--- config.mk ---
export PLATFORM = sky130hd
export DESIGN_NAME = gfm_core
export DESIGN_NICKNAME = d
export VERILOG_FILES = /design/src/rtl/gfm_pkg.sv /design/src/rtl/gfm_core.sv
export VERILOG_INCLUDE_DIRS = /design/src /design/src/rtl
export SDC_FILE = /design/constraint.sdc
export NUM_CORES = 1
export LEC_CHECK = 0
export BUFFER_PORTS_ARGS = -buffer_cell sky130_fd_sc_hd__buf_4
export CAP_MARGIN = 25
export CORE_MARGIN = 1.5
export CORE_UTILIZATION = 53
export CTS_CLUSTER_DIAMETER = 200
export DETAILED_ROUTE_END_ITERATION = 6
export PLACE_DENSITY = 0.77
export SYNTH_ARGS = -nofsm -noshare
export SYNTH_HDL_FRONTEND = slang
export SYNTH_SLANG_ARGS = --single-unit
--- constraint.sdc ---
create_clock -name ref_clk_i -period 2.23 [get_ports ref_clk_i]
set_input_delay 0 -clock ref_clk_i [delete_from_list [all_inputs] [get_ports ref_clk_i]]
set_output_delay 0 -clock ref_clk_i [all_outputs]
set_load 0.01 [all_outputs]
--- src/rtl/gfm_defs.svh ---
/*
 * Register indices, reset values and timing counts of the
 * leakage/thermistor option block. Assumes inclusion by bare name.
 */
`ifndef GFM_DEFS_SVH
`define GFM_DEFS_SVH

// Register indices, byte address is four times the index
`define GFM_IDX_STATUS    6'h01
`define GFM_IDX_FAULT_EN  6'h02
`define GFM_IDX_ALARM_EN  6'h03
`define GFM_IDX_RESTART   6'h04
`define GFM_IDX_TURNS     6'h05
`define GFM_IDX_TRIP_LVL  6'h06
`define GFM_IDX_TRIP_DLY  6'h07
`define GFM_IDX_ALM_LVL   6'h08
`define GFM_IDX_ALM_DLY   6'h09
`define GFM_IDX_INHIBIT   6'h0a
`define GFM_IDX_READING   6'h0b
`define GFM_IDX_SENS_EN   6'h0c
`define GFM_IDX_GAIN_A    6'h0d
`define GFM_IDX_GAIN_C    6'h0f
`define GFM_IDX_ANGLE_A   6'h10
`define GFM_IDX_ANGLE_C   6'h12
`define GFM_IDX_DEFAULTS  6'h13
`define GFM_IDX_IRQ_STAT  6'h14
`define GFM_IDX_IRQ_MASK  6'h15
`define GFM_IDX_TUNE      6'h16

// Status and mask bit positions
`define GFM_ST_READY      0
`define GFM_ST_THERM      1
`define GFM_ST_LOSS       2
`define GFM_EN_THERM      0
`define GFM_EN_LEAK       1

// Interrupt bits
`define GFM_IRQ_TRIP      0
`define GFM_IRQ_ALARM     1
`define GFM_IRQ_CAL       2
`define GFM_IRQ_THERM     3
`define GFM_IRQ_LOSS      4
`define GFM_IRQ_W         5

// Reset values; levels in 0.01 A, times in 0.1 s
`define GFM_RST_TURNS     16'h03e8
`define GFM_RST_LEVEL     16'h00fa
`define GFM_RST_DELAY     16'h0005
`define GFM_RST_INHIBIT   16'h0064
`define GFM_RST_GAIN      16'h0064
`define GFM_MAX_AMPS      16'h01f4

// Timing: time unit of delay registers and test button hold
`define GFM_TICK_MS       100
`define GFM_CLK_KHZ       50000
`define GFM_BTN_TICKS     8'h64

`endif

--- src/rtl/gfm_pkg.sv ---
/*
 * Types of the leakage/thermistor option block.
 * Assumes gfm_defs.svh is on the include path.
 */
package gfm_pkg;

    typedef enum logic [1:0] {
        CAL_IDLE,
        CAL_RUN
    } gfm_cal_state_t;

    // Calibration results delivered by the measuring engine
    typedef struct packed {
        logic [15:0] gain_a;
        logic [15:0] gain_b;
        logic [15:0] gain_c;
        logic [15:0] angle_a;
        logic [15:0] angle_b;
        logic [15:0] angle_c;
    } gfm_cal_result_t;

    // Motor controller context
    typedef struct packed {
        logic start_cmd;
        logic starting;
        logic stopped;
        logic test_pushbutton;
    } gfm_motor_t;

    // Protection outputs
    typedef struct packed {
        logic therm_fault;
        logic therm_alarm;
        logic leak_fault;
        logic leak_alarm;
    } gfm_prot_t;

    typedef struct packed {
        logic [7:0]      fault_en;
        logic [7:0]      alarm_en;
        logic [7:0]      restart_en;
        logic [15:0]     turns;
        logic [15:0]     trip_lvl;
        logic [15:0]     trip_dly;
        logic [15:0]     alm_lvl;
        logic [15:0]     alm_dly;
        logic [15:0]     inhibit;
        logic [15:0]     reading;
        logic            sens_en;
        gfm_cal_result_t cal;
        logic            cal_valid;
        gfm_cal_state_t  cal_st;
        logic [4:0]      irq_st;
        logic [4:0]      irq_mask;
        logic [22:0]     tick_cnt;
        logic [15:0]     trip_cnt;
        logic [15:0]     alm_cnt;
        logic [15:0]     inh_cnt;
        logic [7:0]      btn_cnt;
        logic            leak_trip;
        logic            leak_alarm;
        logic            therm_q;
        logic            loss_q;
        logic [31:0]     prdata;
    } gfm_state_t;

endpackage

--- src/rtl/gfm_core.sv ---
/*
 * Leakage current, thermistor and phase sensor option block with an
 * APB register bank, protection timers and calibration sequencing.
 * Assumes all inputs are synchronous to ref_clk_i and that the
 * calibration engine answers cal_req_o with a cal_done_i pulse.
 */
// The APB interface to the registers and the register offsets were chosen for this implementation.
`timescale 1ns/1ps
`include "gfm_defs.svh"

////////////////////////////////////////////////////////////////////////
// Functional notes
// - With the external sensor enabled, each phase channel is calibrated for gain and angle.
// - Calibration runs before the first start after installation when the sensor enable is set.
// - Calibration also runs after a restore of default parameters.
// - With the sensor enable set, calibration runs on a tuning request or a test button hold over 10 s while stopped.
// - The status word shows ready in bit 0, thermistor in bit 1 and sensor loss in bit 2, 1 active.
// - Fault, alarm and restart masks use bit 0 for thermistor and bit 1 for leakage, 1 enables; the restart mask is only stored and read back.
// - Leakage reading, trip level and alarm level are limited to 5.00 A.
// - Leakage protection is held off during starting for the inhibit time, default 10.0 s.
module gfm_core
    import gfm_pkg::*;
#(
    parameter int TICK_CYCLES = `GFM_TICK_MS * `GFM_CLK_KHZ
) (
    // Clock and reset
    input  wire logic            ref_clk_i,
    input  wire logic            rst_n_i,
    // APB slave
    input  wire logic            psel_i,
    input  wire logic            penable_i,
    input  wire logic            pwrite_i,
    input  wire logic [7:0]      paddr_i,
    input  wire logic [31:0]     pwdata_i,
    output logic                 pready_o,
    output logic                 pslverr_o,
    output logic [31:0]          prdata_o,
    // Sensors
    input  wire logic            thermistor_input_i,
    input  wire logic            sensor_loss_i,
    input  wire logic [15:0]     leak_current_i,
    // Motor controller
    input  wire gfm_motor_t      motor_i,
    output logic                 start_permit_o,
    // Calibration engine
    output logic                 cal_req_o,
    input  wire logic            cal_done_i,
    input  wire gfm_cal_result_t cal_result_i,
    // Protection and interrupt
    output gfm_prot_t            prot_o,
    output logic                 irq_o
);

    ////////////////////////////////////////////////////////////////////
    // Helpers

    function automatic logic [15:0] clamp_amps(input logic [15:0] v);
        clamp_amps = (v > `GFM_MAX_AMPS) ? `GFM_MAX_AMPS : v;
    endfunction

    // Delay counter: advances on tick while over level, else clears
    function automatic logic [15:0] dwell(input logic [15:0] cnt,
                                         input logic over,
                                         input logic tick);
        if (!over) begin
            dwell = 16'h0000;
        end else if (tick && cnt != 16'hffff) begin
            dwell = cnt + 16'h0001;
        end else begin
            dwell = cnt;
        end
    endfunction

    function automatic logic [31:0] pad16(input logic [15:0] v);
        pad16 = {16'h0000, v};
    endfunction

    ////////////////////////////////////////////////////////////////////
    // State

    gfm_state_t s_reg;
    gfm_state_t s_next;

    logic [5:0] idx;
    logic       setup;
    logic       wr;
    logic       mapped;
    logic       tick;
    logic       hold_off;
    logic       leak_over;
    logic       alm_over;
    logic       cal_kick;
    logic       restore;
    logic [4:0] ev;
    logic [31:0] rd;

    localparam logic [22:0] TICK_LAST = 23'(TICK_CYCLES - 1);

    assign idx   = paddr_i[7:2];
    assign setup = psel_i && !penable_i;
    assign wr    = psel_i && penable_i && pwrite_i && mapped;

    always_comb begin
        mapped = (idx >= `GFM_IDX_STATUS) && (idx <= `GFM_IDX_TUNE);
    end

    ////////////////////////////////////////////////////////////////////
    // Read mux

    always_comb begin
        rd = 32'h0000_0000;
        if (idx == `GFM_IDX_STATUS) begin
            rd[`GFM_ST_READY] = s_reg.cal_st == CAL_IDLE;
            rd[`GFM_ST_THERM] = s_reg.therm_q;
            rd[`GFM_ST_LOSS]  = s_reg.loss_q;
        end else if (idx == `GFM_IDX_FAULT_EN) begin
            rd = {24'h000000, s_reg.fault_en};
        end else if (idx == `GFM_IDX_ALARM_EN) begin
            rd = {24'h000000, s_reg.alarm_en};
        end else if (idx == `GFM_IDX_RESTART) begin
            rd = {24'h000000, s_reg.restart_en};
        end else if (idx == `GFM_IDX_TURNS) begin
            rd = pad16(s_reg.turns);
        end else if (idx == `GFM_IDX_TRIP_LVL) begin
            rd = pad16(s_reg.trip_lvl);
        end else if (idx == `GFM_IDX_TRIP_DLY) begin
            rd = pad16(s_reg.trip_dly);
        end else if (idx == `GFM_IDX_ALM_LVL) begin
            rd = pad16(s_reg.alm_lvl);
        end else if (idx == `GFM_IDX_ALM_DLY) begin
            rd = pad16(s_reg.alm_dly);
        end else if (idx == `GFM_IDX_INHIBIT) begin
            rd = pad16(s_reg.inhibit);
        end else if (idx == `GFM_IDX_READING) begin
            rd = pad16(s_reg.reading);
        end else if (idx == `GFM_IDX_SENS_EN) begin
            rd = {31'h0000_0000, s_reg.sens_en};
        end else if (idx == `GFM_IDX_GAIN_A) begin
            rd = pad16(s_reg.cal.gain_a);
        end else if (idx == 6'(`GFM_IDX_GAIN_A + 6'h01)) begin
            rd = pad16(s_reg.cal.gain_b);
        end else if (idx == `GFM_IDX_GAIN_C) begin
            rd = pad16(s_reg.cal.gain_c);
        end else if (idx == `GFM_IDX_ANGLE_A) begin
            rd = pad16(s_reg.cal.angle_a);
        end else if (idx == 6'(`GFM_IDX_ANGLE_A + 6'h01)) begin
            rd = pad16(s_reg.cal.angle_b);
        end else if (idx == `GFM_IDX_ANGLE_C) begin
            rd = pad16(s_reg.cal.angle_c);
        end else if (idx == `GFM_IDX_IRQ_STAT) begin
            rd = {27'h000_0000, s_reg.irq_st};
        end else if (idx == `GFM_IDX_IRQ_MASK) begin
            rd = {27'h000_0000, s_reg.irq_mask};
        end
    end

    ////////////////////////////////////////////////////////////////////
    // Next state

    always_comb begin
        s_next = s_reg;
        tick   = s_reg.tick_cnt == TICK_LAST;
        restore = wr && idx == `GFM_IDX_DEFAULTS && pwdata_i[0];

        // Prepare read data a cycle early so prdata comes from a flop
        if (setup) begin
            s_next.prdata = rd;
        end

        // Tenth-second time base
        s_next.tick_cnt = tick ? 23'h000000 : s_reg.tick_cnt + 23'h000001;

        // Sensor sampling
        s_next.therm_q = thermistor_input_i;
        s_next.loss_q  = sensor_loss_i;
        s_next.reading = clamp_amps(leak_current_i);

        // Register writes
        if (wr) begin
            if (idx == `GFM_IDX_FAULT_EN) begin
                s_next.fault_en = pwdata_i[7:0];
            end else if (idx == `GFM_IDX_ALARM_EN) begin
                s_next.alarm_en = pwdata_i[7:0];
            end else if (idx == `GFM_IDX_RESTART) begin
                s_next.restart_en = pwdata_i[7:0];
            end else if (idx == `GFM_IDX_TURNS) begin
                s_next.turns = pwdata_i[15:0];
            end else if (idx == `GFM_IDX_TRIP_LVL) begin
                s_next.trip_lvl = clamp_amps(pwdata_i[15:0]);
            end else if (idx == `GFM_IDX_TRIP_DLY) begin
                s_next.trip_dly = pwdata_i[15:0];
            end else if (idx == `GFM_IDX_ALM_LVL) begin
                s_next.alm_lvl = clamp_amps(pwdata_i[15:0]);
            end else if (idx == `GFM_IDX_ALM_DLY) begin
                s_next.alm_dly = pwdata_i[15:0];
            end else if (idx == `GFM_IDX_INHIBIT) begin
                s_next.inhibit = pwdata_i[15:0];
            end else if (idx == `GFM_IDX_SENS_EN) begin
                s_next.sens_en = pwdata_i[0];
            end else if (idx == `GFM_IDX_IRQ_MASK) begin
                s_next.irq_mask = pwdata_i[4:0];
            end
        end

        // Restore defaults; forces a fresh calibration
        if (restore) begin
            s_next.fault_en   = 8'h00;
            s_next.alarm_en   = 8'h00;
            s_next.restart_en = 8'h00;
            s_next.turns      = `GFM_RST_TURNS;
            s_next.trip_lvl   = `GFM_RST_LEVEL;
            s_next.trip_dly   = `GFM_RST_DELAY;
            s_next.alm_lvl    = `GFM_RST_LEVEL;
            s_next.alm_dly    = `GFM_RST_DELAY;
            s_next.inhibit    = `GFM_RST_INHIBIT;
            s_next.sens_en    = 1'b0;
            s_next.cal_valid  = 1'b0;
        end

        // Test button hold while stopped
        if (motor_i.test_pushbutton && motor_i.stopped) begin
            if (tick && s_reg.btn_cnt != 8'hff) begin
                s_next.btn_cnt = s_reg.btn_cnt + 8'h01;
            end
        end else begin
            s_next.btn_cnt = 8'h00;
        end

        // Calibration triggers
        cal_kick = 1'b0;
        if (wr && idx == `GFM_IDX_TUNE && pwdata_i[0]) begin
            cal_kick = 1'b1;
        end
        if (tick && s_reg.btn_cnt == `GFM_BTN_TICKS) begin
            cal_kick = 1'b1;
        end
        if (restore) begin
            cal_kick = 1'b1;
        end
        if (motor_i.start_cmd && s_reg.sens_en && !s_reg.cal_valid) begin
            cal_kick = 1'b1;
        end

        case (s_reg.cal_st)
            CAL_IDLE: begin
                if (cal_kick && (s_reg.sens_en || restore)) begin
                    s_next.cal_st = CAL_RUN;
                end
            end
            CAL_RUN: begin
                if (cal_done_i) begin
                    s_next.cal       = cal_result_i;
                    s_next.cal_valid = 1'b1;
                    s_next.cal_st    = CAL_IDLE;
                end
            end
            default: begin
                s_next.cal_st = CAL_IDLE;
            end
        endcase

        // Start inhibit window
        if (motor_i.start_cmd && start_permit_o) begin
            s_next.inh_cnt = s_reg.inhibit;
        end else if (!motor_i.starting) begin
            s_next.inh_cnt = 16'h0000;
        end else if (tick && s_reg.inh_cnt != 16'h0000) begin
            s_next.inh_cnt = s_reg.inh_cnt - 16'h0001;
        end
        hold_off = motor_i.starting && s_reg.inh_cnt != 16'h0000;

        // Leakage dwell timers
        leak_over = !hold_off && s_reg.reading > s_reg.trip_lvl;
        alm_over  = !hold_off && s_reg.reading > s_reg.alm_lvl;
        s_next.trip_cnt   = dwell(s_reg.trip_cnt, leak_over, tick);
        s_next.alm_cnt    = dwell(s_reg.alm_cnt, alm_over, tick);
        s_next.leak_trip  = leak_over && s_reg.trip_cnt >= s_reg.trip_dly;
        s_next.leak_alarm = alm_over && s_reg.alm_cnt >= s_reg.alm_dly;

        // Sticky events; a new event beats a same-cycle clear
        ev = 5'h00;
        ev[`GFM_IRQ_TRIP]  = s_next.leak_trip && !s_reg.leak_trip;
        ev[`GFM_IRQ_ALARM] = s_next.leak_alarm && !s_reg.leak_alarm;
        ev[`GFM_IRQ_CAL]   = s_reg.cal_st == CAL_RUN && cal_done_i;
        ev[`GFM_IRQ_THERM] = thermistor_input_i && !s_reg.therm_q;
        ev[`GFM_IRQ_LOSS]  = sensor_loss_i && !s_reg.loss_q;
        if (wr && idx == `GFM_IDX_IRQ_STAT) begin
            s_next.irq_st = s_reg.irq_st & ~pwdata_i[4:0];
        end
        s_next.irq_st = s_next.irq_st | ev;
    end

    ////////////////////////////////////////////////////////////////////
    // Registers

    always_ff @(posedge ref_clk_i) begin
        if (!rst_n_i) begin
            s_reg            <= '0;
            s_reg.turns      <= `GFM_RST_TURNS;
            s_reg.trip_lvl   <= `GFM_RST_LEVEL;
            s_reg.trip_dly   <= `GFM_RST_DELAY;
            s_reg.alm_lvl    <= `GFM_RST_LEVEL;
            s_reg.alm_dly    <= `GFM_RST_DELAY;
            s_reg.inhibit    <= `GFM_RST_INHIBIT;
            s_reg.cal.gain_a <= `GFM_RST_GAIN;
            s_reg.cal.gain_b <= `GFM_RST_GAIN;
            s_reg.cal.gain_c <= `GFM_RST_GAIN;
            s_reg.cal_st     <= CAL_IDLE;
        end else begin
            s_reg <= s_next;
        end
    end

    ////////////////////////////////////////////////////////////////////
    // Outputs

    // Start held back until a pending first calibration completes
    assign start_permit_o = !(s_reg.sens_en && !s_reg.cal_valid)
                            && s_reg.cal_st == CAL_IDLE;
    assign cal_req_o      = s_reg.cal_st == CAL_RUN;
    assign pready_o       = 1'b1;
    assign pslverr_o      = psel_i && penable_i && !mapped;
    assign prdata_o       = s_reg.prdata;
    assign irq_o          = |(s_reg.irq_st & s_reg.irq_mask);

    always_comb begin
        prot_o.therm_fault = s_reg.therm_q && s_reg.fault_en[`GFM_EN_THERM];
        prot_o.therm_alarm = s_reg.therm_q && s_reg.alarm_en[`GFM_EN_THERM];
        prot_o.leak_fault  = s_reg.leak_trip && s_reg.fault_en[`GFM_EN_LEAK];
        prot_o.leak_alarm  = s_reg.leak_alarm && s_reg.alarm_en[`GFM_EN_LEAK];
    end

endmodule

==> flow_summary.toml, run 1 <==
[clock_network]
clk_pin_slew_ns = 0.07
tritoncts = "yes"
numCtsBuffers = 38
ctsHtreeMaxLevel = 2
clkLatencyLatePin_ns = 0.53
cts_buffer_depth = 3
clock_sinks = 344
clockRootBuffer = "clkbuf_16"

[place]
place_hpwl_um = 40100
gp_congestion = 0.989
port_buffers = 169
pre_cts_ws_ns = -0.254
postPlaceCellArea_mm2 = 0.0191

[cells_and_area]
final_net_count = 2554
finalInstanceArea_mm2 = 0.0223
final_cell_mix = "321 x dfxtp_1, 280 x buf_4, 214 x nor2_1"
drive_above_1_share_pct = 20.1
layout_commonest_cell = "dfxtp_1"
largest_reg_flops = 328
fin_util_pct = 70.7
area_growth_pct = 31.5

[grt]
antenna_found_initial = 3
grt_max_degree = 89
grt_pass1_wl_um = 92000
grt-ovfl-total = 0
grt_usage_pct = 35.2
grt_pass1_vias = 16543

[logic_synthesis]
async_reset_ff_share_pct = 0
avgSynthCellArea_um2 = 8.53
yosys.area_share.simple_pct = 19.4
ys_ff_latch = 344
syn_inst = 1990
synthXorXnorAreaFrac_pct = 3.30
synth_top_cell_by_area = "dfxtp_1"
synth_edf_count = 0
synth_compound_area_share_pct = 19.5
synth-main-ff-cell = "dfxtp_1"
synth_top_family_by_area = "compound AO/OA/AOI/OAI gates"
yosysSeqAreaShare_pct = 40.6
synthAdderAreaFrac_pct = 5.16
synth_area_leaders = "dfxtp_1 41%, ha_1 5.2%, nor2_1 5.0%, mux2i_1 4.8%, a22o_1 4.5%"
ys_types = 80
synth_top_cell_area_share_pct = 40.6
synth_mux_area_share_pct = 5.70
synth_area_mm2 = 0.0170
yosysWarnings = 0

[critical_path]
cp.required_ns = 2.68
cp_top_family = "simple AND/OR/NAND/NOR gates"
crit_buf_inv = 0
endpoint_kind = "register"
path_cells = "or4b_4, nor3_4, nand2_2, or4_4, or3_4, a21oi_2"
cp_num_cells = 6
reg2reg_depth = 6
worstPathMaxFanout = 3
crit_type = "register to register"
slowest_stage = "or4b_4"
arrival_ns = 2.70
start_kind = "register"
slowest_delay_ns = 0.55

[floorplanning]
die_y_um = 182
die_x_um = 182
io_pins = 205
fp-row-count = 65
core-area_mm2 = 0.0316
fp.dieArea_mm2 = 0.0331
start_util_pct = 53.8

[drt]
drc_errors = 0
drt_iter0_drc = 1963
wl_per_cell_um = 21.9
ant_nets = 0
num_vias = 17214
drtPass1Iterations = 6
drt_wl_total_um = 60200
vias_per_cell = 6.26

[timing]
finalHoldViolCount = 0
worstMarginPinSlew_ns = 0.797
slew_viol_final = 0
timing.final.crit_share_pct = 101
setup_ws_ns = -0.0232
rsz0062_at_grt = "yes"
fin_skew_ns = 0.0175
fmax_mhz = 444
max_slew_margin_pct = 46.4
whs_ns = 0.0767
setup_viol = 1
period_needed_ns = 2.25

[pwr]
power.share.clock_pct = 47.4
netSwitchingFraction_pct = 23.4
seq_power_share_pct = 43.5
p_comb_share_pct = 9.1
vdd_drop_max_mv = 0.541
intPower_mw = 11.0
p_switching_mw = 3.36
leakagePower_nw = 9.49
power_mw = 14.3
powerDensity_mw_per_mm2 = 641

[run_status]
status = "complete, but fails checks"
violations = "setup timing"

[run]
drv_cap = 0

[worst_hold_path]
hold_depth = 4
hold_class = "primary input to register"
==> logic make-up after synthesis <==
| group | after synthesis |
|---|---|
| xor gates and xnor gates | 64 |
| other | 2 |
| buffers and inverters | 245 |
| AOI/OAI and AO/OA | 487 |
| adders and majority gates | 70 |
| and+or+nand+nor | 687 |
| muxes | 91 |
| DFF | 344 |
==> per-stage QoR <==
stage,cells,setup TNS (ns)
after floorplan,2012,0
after global placement,2539,-3.05
after detailed placement,2539,-6.00
after CTS,2745,-0.00733
after global routing,2750,-0.281
final,2751,-0.0232
==> worst reg2reg max path, stage by stage, from the launching register on <==
cell and delay (ns):
dfxtp_1 0.31, or4b_4 0.55, nor3_4 0.22, nand2_2 0.08, or4_4 0.54, or3_4 0.35, a21oi_2 0.14
==> final timing paths <==
path                           startpoint                       end  slack [ns]
hold reg to reg   s_reg[350]$_SDFFE_PP0P_   s_reg[350]$_SDFFE_PP0P_        0.46
setup / recovery    s_reg[104]$_SDFF_PP0_    s_reg[43]$_SDFFE_PN0P_       -0.02
setup reg to reg    s_reg[104]$_SDFF_PP0_    s_reg[43]$_SDFFE_PN0P_       -0.02
hold / removal                     psel_i  prdata_o[0]$_SDFFE_PN0P_        0.08
==> power groups by stage <==
stage          Clock [mW]  Combinational [mW]  Sequential [mW]
2_1_floorplan           0               0.521             6.34
3_3_place_gp            0               0.993             6.36
3_5_place_dp            0               0.998             6.36
4_1_cts              6.77                1.20             6.22
5_1_grt              7.05                1.37             6.23
6_report             6.78                1.30             6.23
==> repair_timing <==
item | 4_1_cts | 5_1_grt
setup buffers | 1 | 2
endpoints found under the setup margin | 39 | 46
pin swaps | 7 | 19
resized for setup | 15 | 79
endpoints found under the hold margin | 232 | 0
cloned | 1 | 2
hold buffers | 137 | 0
==> area by class of cell <==
class | instances | area [um^2]
multi-input combinational | 1423 | 9490
fill | 2280 | 9230
sequential | 344 | 6920
timing repair buffer | 430 | 3740
clock buffer | 56 | 1190
tap | 402 | 503
inverter | 83 | 312
clock inverter | 11 | 161
antenna | 2 | 5.00
==> synth_stat cells, types with 5 or more instances <==
| library cell | n |
|---|---|
| a211oi_1 | 14 |
| nor3b_1 | 5 |
| a221oi_1 | 10 |
| buf_2 | 23 |
| or3_1 | 7 |
| and2_1 | 14 |
| nand3_1 | 75 |
| nand2b_1 | 14 |
| nand2_1 | 161 |
| o21a_1 | 6 |
| nor2b_1 | 9 |
| a31oi_1 | 11 |
| a22o_1 | 88 |
| mux2_2 | 5 |
| ha_1 | 70 |
| o211ai_1 | 26 |
| o21ai_0 | 84 |
| nand4_1 | 37 |
| clkbuf_1 | 92 |
| buf_1 | 14 |
| a22oi_1 | 38 |
| a2111oi_0 | 5 |
| xor2_1 | 36 |
| xnor2_1 | 28 |
| nor2_1 | 226 |
| mux2i_1 | 82 |
| buf_4 | 33 |
| a21o_1 | 10 |
| a21oi_1 | 129 |
| or4b_1 | 5 |
| o22a_1 | 9 |
| o22ai_1 | 7 |
| and3_1 | 39 |
| dfxtp_1 | 344 |
| nor4_1 | 18 |
| inv_1 | 83 |
| or4_1 | 5 |
| nor3_1 | 44 |
==> routing by layer <==
layer | up-vias | wire [um] | global-route usage, %
met3 | 259 | 5520 | 6.32
met2 | 1041 | 27700 | 57.8
met5 | - | 27 | 0
met4 | 2 | 3740 | 19.7
met1 | 8151 | 23300 | 43.9
li1 | 7761 | - | -
No activity file was read; power rests on OpenSTA's default activity.
==> inputs of run 2 (changes only) <==
CORE_ASPECT_RATIO = 2   (was unset)
TNS_END_PERCENT = 50   (was unset)
==> run 2 against run 1 <==
The flow now finishes without violations. Clock skew fell by 0.0032 ns. Sequential cell count did not move. Utilization down 0.85 points. Non-clock buffer count up 15. Combinational power about the same. Critical path depth up 2. Clock power shrank 15%. Highest routed layer unchanged.
==> flow_summary.toml, run 2 (synthesis results as in run 1) <==
[place]
port_buffers = 169
placedCellCount = 2566
pre_cts_ws_ns = -0.242
gp_congestion = 1.04
place_hpwl_um = 44100
postPlaceCellArea_mm2 = 0.0192

[worst_hold_path]
hold_end = "s_reg[224]$_SDFFE_PP0P_"
worstHoldStart = "paddr_i[4]"
hold_class = "primary input to register"
hold_depth = 5

[pwr]
power_mw = 13.3
leakagePower_nw = 9.43
vdd_drop_max_mv = 0.691
powerDensity_mw_per_mm2 = 603

[cells_and_area]
instances_no_fill = 2775
final_cell_mix = "334 x dfxtp_1, 283 x buf_4, 225 x nor2_1"
regArea_mm2 = 0.00690
fin_util_pct = 69.9
multiInputGateArea_mm2 = 0.00934
nFillCells = 2411
largest_reg_flops = 328
final_net_count = 2562
antenna_cells = 0
drive_above_1_share_pct = 18.0
area_growth_pct = 29.8
layout_commonest_cell = "dfxtp_1"
finalInstanceArea_mm2 = 0.0220

[clock_network]
clock_sinks = 344
clkLatencyLatePin_ns = 0.59
numCtsBuffers = 31
ctsHtreeMaxLevel = 1
cts_buffer_depth = 3
clk_pin_slew_ns = 0.07
tritoncts = "yes"
clockRootBuffer = "clkbuf_16"

[critical_path]
endpoint_kind = "register"
reg2reg_to = "s_reg[121]$_SDFF_PN0_"
slowest_stage = "a221o_2"
cp.required_ns = 2.76
rrSetupSlack_ns = 0.005
arrival_ns = 2.76
reg2reg_depth = 8
worstPathMaxFanout = 3
slowest_delay_ns = 0.48
start_kind = "register"
r2r_start = "s_reg[239]$_SDFF_PP0_"
path_cells = "ha_1, nand2_2, nor4_4, buf_4, o221ai_2, a221o_2, a31oi_4, a32o_1"
crit_type = "register to register"

[timing]
rsz0062_at_grt = "yes"
setup_ws_ns = 0.00549
finalHoldViolCount = 0
max_slew_margin_pct = 42.6
worstMarginPinSlew_ns = 0.861
period_needed_ns = 2.22
slew_viol_final = 0
fin_skew_ns = 0.0143
timing.final.crit_share_pct = 99.8
setup_viol = 0
fmax_mhz = 450

[grt]
grt_pass1_wl_um = 96800
grt_usage_pct = 38.1
grt_pass1_vias = 17795
antenna_found_initial = 2
grt_max_degree = 88
grt-ovfl-total = 0

[floorplanning]
fp-row-count = 92
die_y_um = 256
start_util_pct = 53.8
die_x_um = 130
io_pins = 205
fp.dieArea_mm2 = 0.0332
core-area_mm2 = 0.0315

[run]
drv_cap = 0

[drt]
drt_wl_total_um = 63800
drtPass1Iterations = 6
drc_errors = 0
num_vias = 17319
ant_nets = 0
drt_iter0_drc = 1465
wl_per_cell_um = 23.0
vias_per_cell = 6.24

[run_status]
status = "completed"
run 2: critical path, delay by kind of cell (launching register included):
| kind | cells | cell delay (ns) |
|---|---|---|
| flops | 1 | 0.37 |
| buf+inv | 1 | 0.16 |
| simple gates | 2 | 0.39 |
| compound gates | 4 | 0.94 |
| fa+ha+maj | 1 | 0.32 |
run 2: how the worst max path moves through the flow:
stage,slack (ns),to,cells after the start,startpoint
CTS,0.007,s_reg[43]$_SDFFE_PN0P_,6,s_reg[104]$_SDFF_PP0_
global route,-0.03,s_reg[43]$_SDFFE_PN0P_,6,s_reg[102]$_SDFF_PP0_
global placement,-0.22,s_reg[121]$_SDFF_PN0_,8,s_reg[240]$_SDFF_PP0_
floorplan,-0.01,s_reg[43]$_SDFFE_PN0P_,6,s_reg[102]$_SDFF_PP0_
finish,0.005,s_reg[121]$_SDFF_PN0_,8,s_reg[239]$_SDFF_PP0_
detailed placement,-0.24,s_reg[121]$_SDFF_PN0_,9,s_reg[288]$_SDFFE_PP0P_
run 2: timing repair:
action                                  in CTS  in global routing
cloned                                       0                  1
endpoints found under the setup margin      36                 51
resized for setup                            8                 38
hold buffers                               149                  0
pin swaps                                    8                 12
buffers inserted                             1                  1
endpoints found under the hold margin      236                  0
run 2: cell type report:
type | count | area share (%)
clock buffers | 41 | 3.96
clock inverters | 16 | 0.937
inverters | 83 | 1.41
multi-input cells | 1423 | 42.4
flip-flops and latches | 344 | 31.3
well taps | 423 | 2.40
repair buffers | 445 | 17.6
run 2: power breakdown:
part / leakage (nW) / total [mW] / internal (mW) / switching [mW]
clock network: 0.526 / 5.76 / 3.23 / 2.53
logic: 6.13 / 1.31 / 0.604 / 0.703
registers: 2.78 / 6.22 / 6.18 / 0.0445
run 2: metrics by stage:
step	TNS, ns	hold WS [ns]
floorplan	-0.0190	0.0900
global placement	-0.399	0.204
detailed placement	-0.956	0.208
CTS	0	0.0198
global route	-0.0881	0.0567
finish	0	0.0407
run 2: per-layer routing:
layer	vias to the layer above	routed length, um	GRT usage (%)
met5	-	24	0
met3	389	4200	6.90
met4	4	7410	36.4
met1	8182	20600	37.4
li1	7753	-	-
met2	991	31600	65.5
==> inputs of run 3 (changes only) <==
==> constraint.sdc (replaced) <==
create_clock -name ref_clk_i -period 2.23 [get_ports ref_clk_i]
set_input_delay 0.3345 -clock ref_clk_i [delete_from_list [all_inputs] [get_ports ref_clk_i]]
set_output_delay 0.3345 -clock ref_clk_i [all_outputs]
set_load 0.01 [all_outputs]
==> run 3 against run 2 <==
The run now ends with setup timing left. Sequential power hardly changed. Total power shrank 0.49%. Via count grew 0.80%. Largest cell class unchanged. Highest routed layer unchanged.
==> flow_summary.toml, run 3 (synthesis results as in run 1) <==
[pwr]
power_mw = 13.2
vdd_drop_max_mv = 0.629
leakagePower_nw = 9.73
powerDensity_mw_per_mm2 = 583

[cells_and_area]
nFillCells = 2366
multiInputGateArea_mm2 = 0.00958
layout_commonest_cell = "buf_4"
fin_util_pct = 71.9
final_net_count = 2616
drive_above_1_share_pct = 23.2
largest_reg_flops = 328
regArea_mm2 = 0.00691
instances_no_fill = 2828
area_growth_pct = 33.6
final_cell_mix = "367 x buf_4, 322 x dfxtp_1, 214 x nor2_1"

[timing]
timing.final.crit_share_pct = 102
setup_viol = 15
finalHoldViolCount = 0
setup_ws_ns = -0.0495
max_slew_margin_pct = 43.8
slew_viol_final = 0
fmax_mhz = 439
rsz0062_at_grt = "yes"
period_needed_ns = 2.28
worstMarginPinSlew_ns = 0.821
fin_skew_ns = 0.0368
whs_ns = 0.0398

[clock_network]
cts_buffer_depth = 3
tritoncts = "yes"
ctsHtreeMaxLevel = 1
clockRootBuffer = "clkbuf_16"
clk_pin_slew_ns = 0.07
clock_sinks = 344
clkLatencyLatePin_ns = 0.60
numCtsBuffers = 31

[critical_path]
crit_type = "register to register"
arrival_ns = 2.75
r2r_start = "s_reg[98]$_SDFF_PP0_"
cp.required_ns = 2.70
worstPathMaxFanout = 24
reg2reg_to = "s_reg[90]$_SDFFE_PN0P_"
start_kind = "register"
reg2reg_depth = 8
rrSetupSlack_ns = -0.05
endpoint = "s_reg[90]$_SDFFE_PN0P_"
endpoint_kind = "register"
crit_path_start = "s_reg[98]$_SDFF_PP0_"

[grt]
grt_pass1_wl_um = 98800
grt_usage_pct = 39.0
grt_max_degree = 89
antenna_found_initial = 4
grt-ovfl-total = 0
grt_pass1_vias = 17963

[run_status]
status = "complete, but fails checks"
violations = "setup timing"

[drt]
ant_nets = 0
num_vias = 17457
drt_wl_total_um = 65300
vias_per_cell = 6.17
drtPass1Iterations = 6
drt_iter0_drc = 1297
drc_errors = 0
wl_per_cell_um = 23.1

[place]
place_hpwl_um = 45700
placedCellCount = 2655
gp_congestion = 1.00
port_buffers = 169
pre_cts_ws_ns = -0.298

[floorplanning]
fp.dieArea_mm2 = 0.0332
core-area_mm2 = 0.0315
start_util_pct = 53.8
fp-row-count = 92
die_y_um = 256
die_x_um = 130
io_pins = 205

[worst_hold_path]
hold_class = "primary input to register"

[run]
drv_cap = 0
## run 3: cell count changes in the layout (fill, tap and decap cells not counted), moves of 7 or more
cell / previous run / this run
dlygate4sd3_1: 149 / 107
nor2_1: 225 / 214
dfxtp_1: 334 / 322
ha_4: 7 / 16
ha_1: 63 / 53
nor2_4: 1 / 8
dfxtp_2: 10 / 22
buf_12: 12 / 19
buf_4: 283 / 367
## run 3: layout make-up
type / count / share of cell area, %
diodes: 2 / 0.0221
clock inverters: 8 / 0.480
clock buffers: 46 / 4.11
well taps: 423 / 2.33
repair buffers: 499 / 19.0
flip-flops and latches: 344 / 30.5
inverters: 83 / 1.37
multi-input cells: 1423 / 42.2
## run 3: per-stage QoR
stage / setup TNS [ns] / cell area, um^2
floorplan: -0.110 / 17100
global placement: -1.73 / 20000
detailed placement: -3.14 / 20000
CTS: -0.0788 / 22200
global route: -2.64 / 22700
finish: -0.405 / 22700
## run 3: worst min path at each step
stage,start,to,slack (ns),depth (start not counted)
after global placement,s_reg[347]$_SDFFE_PP0P_,s_reg[347]$_SDFFE_PP0P_,0.44,2
after CTS,pwdata_i[14],s_reg[271]$_SDFFE_PP0P_,0.03,3
final,pwdata_i[14],s_reg[255]$_SDFFE_PP0P_,0.04,3
after detailed placement,s_reg[347]$_SDFFE_PP0P_,s_reg[347]$_SDFFE_PP0P_,0.44,2
after global routing,pwdata_i[14],s_reg[271]$_SDFFE_PP0P_,0.06,3
after floorplan,s_reg[347]$_SDFFE_PP0P_,s_reg[347]$_SDFFE_PP0P_,0.43,2
## run 3: what timing repair did
action / CTS / global route
setup buffers: 2 / 6
endpoints found under the hold margin: 107 / 0
hold buffers: 107 / 0
gates resized for setup: 17 / 79
pin swaps: 7 / 26
setup endpoints to repair: 38 / 53
gates cloned: 0 / 2
## run 3: where the power goes
part,switching [mW],total (mW),internal (mW)
Clock,2.48,5.59,3.11
Combinational,0.745,1.41,0.668
Sequential,0.0399,6.22,6.18
Total,3.27,13.2,9.96
## run 3: worst max-delay path, cell delays in order (launching register included)
cell	delay, ns
dfxtp_2	0.33
or4b_4	0.54
nor4_4	0.20
and2_1	0.26
buf_12	0.16
buf_12	0.16
nand4_1	0.12
xor2_1	0.28
nor2_4	0.07
## run 3: routing by layer
| metal | vias up | global-route usage, % | part of all wire [%] |
|---|---|---|---|
| li1 | 7875 | - | - |
| met1 | 8198 | 37.3 | 31 |
| met2 | 971 | 67.1 | 49 |
| met3 | 411 | 7.50 | 7.1 |
| met4 | 2 | 38.6 | 13 |
| met5 | - | 0 | 0.018 |
